<file path="src/include/dspt_pkg.sv">
/*
 * Package for the descriptor shadow and poll timer bank: register indices,
 * field layouts, control bit positions and timing constants.
 * Assumes a 32-bit classic Wishbone slave port, one aligned word per register.
 */
package dspt_pkg;

  // Register indices; byte address is four times the index
  localparam logic [3:0] DSPT_IDX_CUR_RX_BC = 4'h0;
  localparam logic [3:0] DSPT_IDX_CUR_RX_ST = 4'h1;
  localparam logic [3:0] DSPT_IDX_CUR_TX_BC = 4'h2;
  localparam logic [3:0] DSPT_IDX_CUR_TX_ST = 4'h3;
  localparam logic [3:0] DSPT_IDX_NXT_RX_BC = 4'h4;
  localparam logic [3:0] DSPT_IDX_NXT_RX_ST = 4'h5;
  localparam logic [3:0] DSPT_IDX_TX_POLL = 4'h6;
  localparam logic [3:0] DSPT_IDX_TX_PINT = 4'h7;
  localparam logic [3:0] DSPT_IDX_RX_POLL = 4'h8;
  localparam logic [3:0] DSPT_IDX_RX_PINT = 4'h9;
  localparam logic [3:0] DSPT_IDX_CTRL = 4'hA;
  localparam logic [3:0] DSPT_IDX_STATUS = 4'hB;
  localparam int DSPT_NUM_BANK = 10;

  // Field layouts
  localparam logic [15:0] DSPT_BC_MASK = 16'h0FFF;
  localparam logic [15:0] DSPT_FULL_MASK = 16'hFFFF;
  localparam logic [15:0] DSPT_PINT_MASK = 16'hFFF0;
  localparam logic [15:0] DSPT_CNT_WRAP = 16'hFFFF;
  localparam logic [15:0] DSPT_PINT_INIT = 16'h0000;
  localparam int DSPT_BC_MSB = 11;
  localparam int DSPT_ST_LSB = 16;

  // Control register bits
  localparam int DSPT_CTRL_INIT = 0;
  localparam int DSPT_CTRL_START = 1;
  localparam int DSPT_CTRL_STOP = 2;
  localparam int DSPT_CTRL_SUSPEND = 3;

  // Status register bits
  localparam int DSPT_STAT_IDONE = 0;
  localparam int DSPT_STAT_RUN = 1;
  localparam int DSPT_STAT_IBUSY = 2;

  // Reset values of control state
  localparam logic DSPT_STOP_RST = 1'b1;
  localparam logic DSPT_RUN_RST = 1'b0;

  // Length of the internal initialization routine, in clocks
  localparam int DSPT_INIT_CYCLES = 4;

  // Descriptor word 1 as captured by the fetch logic
  typedef struct packed {
    logic load;
    logic [31:0] word1;
  } dspt_desc_s;

  typedef enum {
    DSPT_IDLE,
    DSPT_INIT,
    DSPT_DONE
  } dspt_init_e;

endpackage
</file>
<file path="src/design/dspt_bank.sv">
/*
 * Descriptor shadow registers and transmit/receive poll timers.
 * Assumes the descriptor fetch logic presents word 1 of each descriptor
 * with a one-cycle load strobe, and a Wishbone classic master for software.
 */
// The implementer's own choices: the placing of the registers and register access over Wishbone.
`timescale 1ns/1ps

module dspt_bank
  import dspt_pkg::*;
#(
  parameter int ADDR_W = 6,
  parameter int INIT_CYCLES = DSPT_INIT_CYCLES
) (
  input wire logic clk_i,
  input wire logic rst_i,
  input wire logic wb_cyc_i,
  input wire logic wb_stb_i,
  input wire logic wb_we_i,
  input wire logic [ADDR_W-1:0] wb_adr_i,
  input wire logic [3:0] wb_sel_i,
  input wire logic [31:0] wb_dat_i,
  output logic [31:0] wb_dat_o,
  output logic wb_ack_o,
  output logic wb_err_o,
  input wire dspt_desc_s cur_rx_desc_i,
  input wire dspt_desc_s cur_tx_desc_i,
  input wire dspt_desc_s nxt_rx_desc_i,
  input wire logic soft_reset_i,
  output logic tx_poll_o,
  output logic rx_poll_o,
  output logic running_o
);

  initial begin
    if (ADDR_W < 6 || ADDR_W > 16) begin
      $error("ADDR_W must lie between 6 and 16");
    end
    if (INIT_CYCLES < 1 || INIT_CYCLES > 255) begin
      $error("INIT_CYCLES must lie between 1 and 255");
    end
  end

  logic [15:0] bank_q [DSPT_NUM_BANK];
  logic stop_q;
  logic suspend_q;
  logic run_q;
  logic idone_q;
  dspt_init_e init_q;
  logic [7:0] init_cnt_q;
  logic ack_q;
  logic err_q;
  logic [31:0] rdat_q;
  logic tx_poll_q;
  logic rx_poll_q;

  logic req;
  logic [3:0] idx;
  logic mapped;
  logic is_bank;
  logic bank_open;
  logic wr_bank;
  logic wr_ctrl;
  logic counting;
  logic init_end;
  logic [15:0] wmerge;
  logic [15:0] tx_reload;
  logic [15:0] rx_reload;

  function automatic logic [15:0] field_mask(input logic [3:0] i);
    case (i)
      DSPT_IDX_CUR_RX_BC, DSPT_IDX_CUR_TX_BC, DSPT_IDX_NXT_RX_BC: field_mask = DSPT_BC_MASK;
      default: field_mask = DSPT_FULL_MASK;
    endcase
  endfunction

  assign req = wb_cyc_i & wb_stb_i & ~ack_q & ~err_q;
  assign idx = wb_adr_i[5:2];
  assign mapped = (wb_adr_i[ADDR_W-1:2] <= (ADDR_W-2)'(DSPT_IDX_STATUS)) &&
      (wb_adr_i[1:0] == 2'h0);
  assign is_bank = idx < DSPT_IDX_CTRL;
  // Software access only while the sequencer is parked
  assign bank_open = stop_q | suspend_q;
  assign wr_bank = req & wb_we_i & mapped & is_bank & bank_open;
  assign wr_ctrl = req & wb_we_i & mapped & (idx == DSPT_IDX_CTRL);
  assign counting = run_q & ~stop_q & ~suspend_q;
  assign init_end = (init_q == DSPT_INIT) && (init_cnt_q == 8'(INIT_CYCLES - 1));

  // Low two byte lanes only; upper half is reserved
  always_comb begin
    wmerge = bank_q[idx < DSPT_IDX_CTRL ? idx : 4'h0];
    if (wb_sel_i[0]) begin
      wmerge[7:0] = wb_dat_i[7:0];
    end
    if (wb_sel_i[1]) begin
      wmerge[15:8] = wb_dat_i[15:8];
    end
  end

  // Low nibble of the interval is ignored
  assign tx_reload = bank_q[DSPT_IDX_TX_PINT] & DSPT_PINT_MASK;
  assign rx_reload = bank_q[DSPT_IDX_RX_PINT] & DSPT_PINT_MASK;

  // No reset on purpose: contents survive hardware and software reset
  always_ff @(posedge clk_i) begin
    if (wr_bank) begin
      bank_q[idx] <= wmerge & field_mask(idx);
    end
    // Hardware captures win over a coincident software write
    if (cur_rx_desc_i.load) begin
      bank_q[DSPT_IDX_CUR_RX_BC] <= {4'h0, cur_rx_desc_i.word1[DSPT_BC_MSB:0]};
      bank_q[DSPT_IDX_CUR_RX_ST] <= cur_rx_desc_i.word1[31:DSPT_ST_LSB];
    end
    if (cur_tx_desc_i.load) begin
      bank_q[DSPT_IDX_CUR_TX_BC] <= {4'h0, cur_tx_desc_i.word1[DSPT_BC_MSB:0]};
      bank_q[DSPT_IDX_CUR_TX_ST] <= cur_tx_desc_i.word1[31:DSPT_ST_LSB];
    end
    if (nxt_rx_desc_i.load) begin
      bank_q[DSPT_IDX_NXT_RX_BC] <= {4'h0, nxt_rx_desc_i.word1[DSPT_BC_MSB:0]};
      bank_q[DSPT_IDX_NXT_RX_ST] <= nxt_rx_desc_i.word1[31:DSPT_ST_LSB];
    end
    if (counting) begin
      if (bank_q[DSPT_IDX_TX_POLL] == DSPT_CNT_WRAP) begin
        bank_q[DSPT_IDX_TX_POLL] <= tx_reload;
      end else begin
        bank_q[DSPT_IDX_TX_POLL] <= bank_q[DSPT_IDX_TX_POLL] + 16'h0001;
      end
      if (bank_q[DSPT_IDX_RX_POLL] == DSPT_CNT_WRAP) begin
        bank_q[DSPT_IDX_RX_POLL] <= rx_reload;
      end else begin
        bank_q[DSPT_IDX_RX_POLL] <= bank_q[DSPT_IDX_RX_POLL] + 16'h0001;
      end
    end
    // Zero interval comes from the init routine, never from reset
    if (init_end) begin
      bank_q[DSPT_IDX_TX_PINT] <= DSPT_PINT_INIT;
      bank_q[DSPT_IDX_RX_PINT] <= DSPT_PINT_INIT;
      bank_q[DSPT_IDX_TX_POLL] <= DSPT_PINT_INIT;
      bank_q[DSPT_IDX_RX_POLL] <= DSPT_PINT_INIT;
    end
  end

  // Poll strobes; gated by run so unknown counters never leak out
  always_ff @(posedge clk_i or posedge rst_i) begin
    if (rst_i) begin
      tx_poll_q <= 1'b0;
      rx_poll_q <= 1'b0;
    end else begin
      tx_poll_q <= counting && (bank_q[DSPT_IDX_TX_POLL] == DSPT_CNT_WRAP);
      rx_poll_q <= counting && (bank_q[DSPT_IDX_RX_POLL] == DSPT_CNT_WRAP);
    end
  end

  // Run, stop and suspend control
  always_ff @(posedge clk_i or posedge rst_i) begin
    if (rst_i) begin
      stop_q <= DSPT_STOP_RST;
      run_q <= DSPT_RUN_RST;
      suspend_q <= 1'b0;
    end else if (soft_reset_i) begin
      stop_q <= 1'b1;
      run_q <= 1'b0;
      suspend_q <= 1'b0;
    end else if (wr_ctrl && wb_sel_i[0]) begin
      suspend_q <= wb_dat_i[DSPT_CTRL_SUSPEND];
      if (wb_dat_i[DSPT_CTRL_STOP]) begin
        stop_q <= 1'b1;
        run_q <= 1'b0;
      end else if (wb_dat_i[DSPT_CTRL_START]) begin
        stop_q <= 1'b0;
        run_q <= 1'b1;
      end else if (wb_dat_i[DSPT_CTRL_INIT]) begin
        stop_q <= 1'b0;
      end
    end
  end

  // Internal initialization routine
  always_ff @(posedge clk_i or posedge rst_i) begin
    if (rst_i) begin
      init_q <= DSPT_IDLE;
      init_cnt_q <= 8'h00;
    end else begin
      case (init_q)
        DSPT_IDLE, DSPT_DONE: begin
          init_cnt_q <= 8'h00;
          if (wr_ctrl && wb_sel_i[0] && wb_dat_i[DSPT_CTRL_INIT] && !wb_dat_i[DSPT_CTRL_STOP]) begin
            init_q <= DSPT_INIT;
          end
        end
        DSPT_INIT: begin
          init_cnt_q <= init_cnt_q + 8'h01;
          if (init_end) begin
            init_q <= DSPT_DONE;
          end
        end
        default: init_q <= DSPT_IDLE;
      endcase
    end
  end

  // Completion flag; completion wins over a clearing init write
  always_ff @(posedge clk_i or posedge rst_i) begin
    if (rst_i) begin
      idone_q <= 1'b0;
    end else if (init_end) begin
      idone_q <= 1'b1;
    end else if (wr_ctrl && wb_sel_i[0] && wb_dat_i[DSPT_CTRL_INIT]) begin
      idone_q <= 1'b0;
    end
  end

  // Wishbone answer one cycle after the request; unmapped gets err
  always_ff @(posedge clk_i or posedge rst_i) begin
    if (rst_i) begin
      ack_q <= 1'b0;
      err_q <= 1'b0;
      rdat_q <= 32'h00000000;
    end else begin
      ack_q <= req & mapped;
      err_q <= req & ~mapped;
      rdat_q <= 32'h00000000;
      if (req && mapped && !wb_we_i) begin
        if (is_bank && bank_open) begin
          rdat_q <= {16'h0000, bank_q[idx] & field_mask(idx)};
        end else if (idx == DSPT_IDX_CTRL) begin
          rdat_q[DSPT_CTRL_STOP] <= stop_q;
          rdat_q[DSPT_CTRL_SUSPEND] <= suspend_q;
          rdat_q[DSPT_CTRL_START] <= run_q;
        end else if (idx == DSPT_IDX_STATUS) begin
          rdat_q[DSPT_STAT_IDONE] <= idone_q;
          rdat_q[DSPT_STAT_RUN] <= counting;
          rdat_q[DSPT_STAT_IBUSY] <= (init_q == DSPT_INIT);
        end
      end
    end
  end

  assign wb_dat_o = rdat_q;
  assign wb_ack_o = ack_q;
  assign wb_err_o = err_q;
  assign tx_poll_o = tx_poll_q;
  assign rx_poll_o = rx_poll_q;
  assign running_o = counting;
endmodule

</file>
<file path="config.mk">
export PLATFORM = sky130hd
export DESIGN_NAME = dspt_bank
export DESIGN_NICKNAME = d
export VERILOG_FILES = /design/src/include/dspt_pkg.sv /design/src/design/dspt_bank.sv
export SDC_FILE = /design/constraint.sdc
export NUM_CORES = 1
export LEC_CHECK = 0
export BUFFER_PORTS_ARGS = -buffer_cell sky130_fd_sc_hd__buf_4
export CAP_MARGIN = 0
export CORE_MARGIN = 3
export CORE_UTILIZATION = 40
export CTS_CLUSTER_DIAMETER = 50
export CTS_CLUSTER_SIZE = 20
export DETAILED_ROUTE_END_ITERATION = 7
export PLACE_DENSITY_LB_ADDON = 0.2
export RECOVER_POWER = 50
export SLEW_MARGIN = 0
export SYNTH_ARGS = -nofsm -noshare
export SYNTH_HDL_FRONTEND = slang
export SYNTH_SLANG_ARGS = --single-unit
</file>
<file path="constraint.sdc">
create_clock -name clk_i -period 3.67 [get_ports clk_i]
set_input_delay 0.367 -clock clk_i [delete_from_list [all_inputs] [get_ports clk_i]]
set_output_delay 0.367 -clock clk_i [all_outputs]
set_load 0.05 [all_outputs]
</file>
==> flow_summary.toml <==
[power_and_ir_drop]
total_power_mw = 8.11
p_per_area_nw_per_um2 = 461
ir_drop_uv = 367
leakage_nw = 6.88

[worst_setup_path]
cpMostUsedCell = "o21ai_0"
r2r_start = "suspend_q$_DFFE_PP0P_"
path_max_fanout = 28
reg2reg_depth = 8
crit_slowest_cell = "nor4b_2"
worstSetupPathType = "in -> reg"
r2r_slack_ns = 0.87
worstPathCellList = "clkbuf_2 > buf_4 > nor4b_2 > o21ai_0 > o21ai_0 > nor3_4 > inv_2 > nor2_1 > nor3_1"
worstPathRequired_ns = 4.11
slowest_delay_ns = 0.72
worst_setup_path_start_kind = "primary input"
arrival_ns = 3.58
reg2reg_to = "bank_q[0][6]$_DFFE_PP_"
cp-end-kind = "register"

[logic_synthesis]
avgSynthCellArea_um2 = 11.0
async_reset_ff_frac = 0.122
synth_seq_cells = 278
synthFlopType = "edfxtp_1"
synth_area_leaders = "edfxtp_1 (38%), dfxtp_1 (8.2%), dfrtp_1 (5.6%), mux4_2 (4.3%), mux2i_1 (3.9%)"
yosysTopAreaCell = "edfxtp_1"
synth_cell_types = 96
syn_area_um2 = 14700
syn_inst = 1336
yosys_warnings = 0
synth-edff-count = 184
yosysSeqAreaShare = 0.515
synth_top_area_frac = 0.375

[cts]
clock-sinks = 278
cts-buffers-inserted = 31
clockBufferDepth = 3
cts_tree = "done"
cts_root_buffer = "clkbuf_16"
htree_levels = 1
path_clk_slew_ns = 0.08
insertion_delay_ns = 0.60

[place]
place_hpwl_um = 36100
portBuffers = 137
place_ws_ns = 0.567
gp_congestion = 0.937

[global_routing]
grt_max_degree = 40
grt_usage = 0.251
grt_pass1_wl_um = 73500
grt_pass1_vias = 11700
antenna_found_initial = 1
grt_overflow = 0

[outcome]
outcome = "complete, but fails checks"
violations = "max-capacitance violations, max-slew violations"

[layout]
fillers = 3367
layout_common_cells = "edfxtp_1 (184), buf_4 (160), nand2_1 (150)"
fin_nets = 1712
drive_gt1_frac = 0.218
layout_commonest_cell = "edfxtp_1"
insertedDiodeCount = 0
syn_to_final_growth_pct = 19.6
postLayoutCoreUtil = 0.490

[routing]
antenna_left = 0
drc_errors = 0
drt_wl_total_um = 50000
via_per_inst = 5.87
drt-wirelength-per-cell_um = 24.4
drt_iter0_drc = 1523
vias = 12000
dr.pass1.iters = 6

[sta]
fmax_ghz = 0.319
hold_ws_ns = 0.0199
clock_skew_ns = 0.0199
fin_crit_sh = 0.855
min_period_ns = 3.14
tightest_slew_ns = 2.31
rsz0062_at_grt = "no"
relSlewSlack = -0.540
slew_viol_final = 35
setup_viol = 0
setup_tns_ns = 0
final-hold-violation-count = 0
layout_setup_ws_ns = 0.530

[floorplanning]
fp-row-count = 69
die_area_um2 = 39100
dieWidth_um = 198
core_area_um2 = 35900
start_util = 0.410
die-height_um = 198
ioPinCount = 184

[worst_hold_path]
hold_path.class = "in -> reg"
hp-start = "wb_dat_i[2]"
whs_endpoint = "run_q$_DFFE_PP0P_"
hold_path_depth = 2

[run]
max_cap_viol_count = 1
kinds of logic (layout without fill, tap and decap cells):
family,after synthesis,after routing,share of synthesized area
simple gates,413,413,0.140
compound gates,338,338,0.157
flops,278,278,0.515
buf+inv,140,292,0.0496
mux,132,132,0.117
xor+xnor,31,31,0.0184
fa+ha+maj,3,3,0.00255
other cells,1,100,0.000255
Yosys cell counts, types with 13 or more instances:
library cell and instances:
a211oi_1 34, a21oi_1 64, and2_1 23, and3_1 14
buf_2 20, buf_4 22, buf_6 13, clkbuf_1 48
dfrtp_1 33, dfxtp_1 60, edfxtp_1 184, inv_1 28
mux2_2 46, mux2i_1 58, mux4_2 28, nand2_1 150
nand2b_1 13, nand3_1 41, nor2_1 76, nor2b_1 15
nor3_1 26, o21ai_0 95, o21ai_2 14, xnor2_1 22
metrics by stage:
stage | area (um2) | cells
finish | 17600 | 2048
global route | 17600 | 2048
CTS | 17700 | 2048
detailed placement | 16600 | 1987
global placement | 16600 | 1987
floorplan | 15100 | 1435
routing by layer:
layer	share of wire	track usage	vias up
met1	0.41	0.348	5863
li1	-	-	5354
met2	0.45	0.400	673
met3	0.092	0.0412	129
met5	0	0	-
met4	0.043	0.0912	0
worst max path at each step:
stage / startpoint / endpoint
detailed placement: wb_adr_i[3] / bank_q[3][6]$_DFFE_PP_
CTS: bank_q[6][1]$_SDFFE_PP0P_ / bank_q[6][12]$_SDFFE_PP0P_
floorplan: wb_adr_i[3] / bank_q[8][0]$_DFFE_PP_
finish: wb_adr_i[3] / bank_q[0][10]$_DFFE_PP_
global route: wb_adr_i[2] / bank_q[15][15]$_DFFE_PP_
global placement: wb_adr_i[3] / bank_q[6][4]$_SDFFE_PP0P_
registers in the layout, summed over array words and instances (netlist names):
name / cells
stop_q: 1
init_q: 2
run_q: 1
bank_q: 244
rx_poll_o: 1
init_cnt_q: 8
suspend_q: 1
wb_ack_o: 1
tx_poll_o: 1
wb_err_o: 1
idone_q: 1
wb_dat_o: 16
critical path: cells and delay by family:
kind,cells,cell delay (ns)
compound gates,2,0.85
buf+inv,3,1.24
simple gates,4,1.09
report_power, final:
group / switching (mW) / internal [mW] / total (mW)
combinational: 0.659 / 0.402 / 1.06
clock: 1.47 / 1.91 / 3.39
sequential: 0.0836 / 3.58 / 3.66
repair_timing:
action	in CTS	in global routing
buffers inserted	0	0
resized for setup	0	0
hold endpoints to repair	37	0
hold buffers	3	0
area by class of cell:
type	instances	area, um2	share of cell area
clock buffer	32	790	0.0449
clock inverter	26	330	0.0188
inverter	35	131	0.00747
multi-input combinational	1017	6780	0.385
sequential	278	7580	0.431
tap	461	577	0.0328
timing repair buffer	199	1410	0.0803
Note: power is estimated with default switching activity, not from simulation.
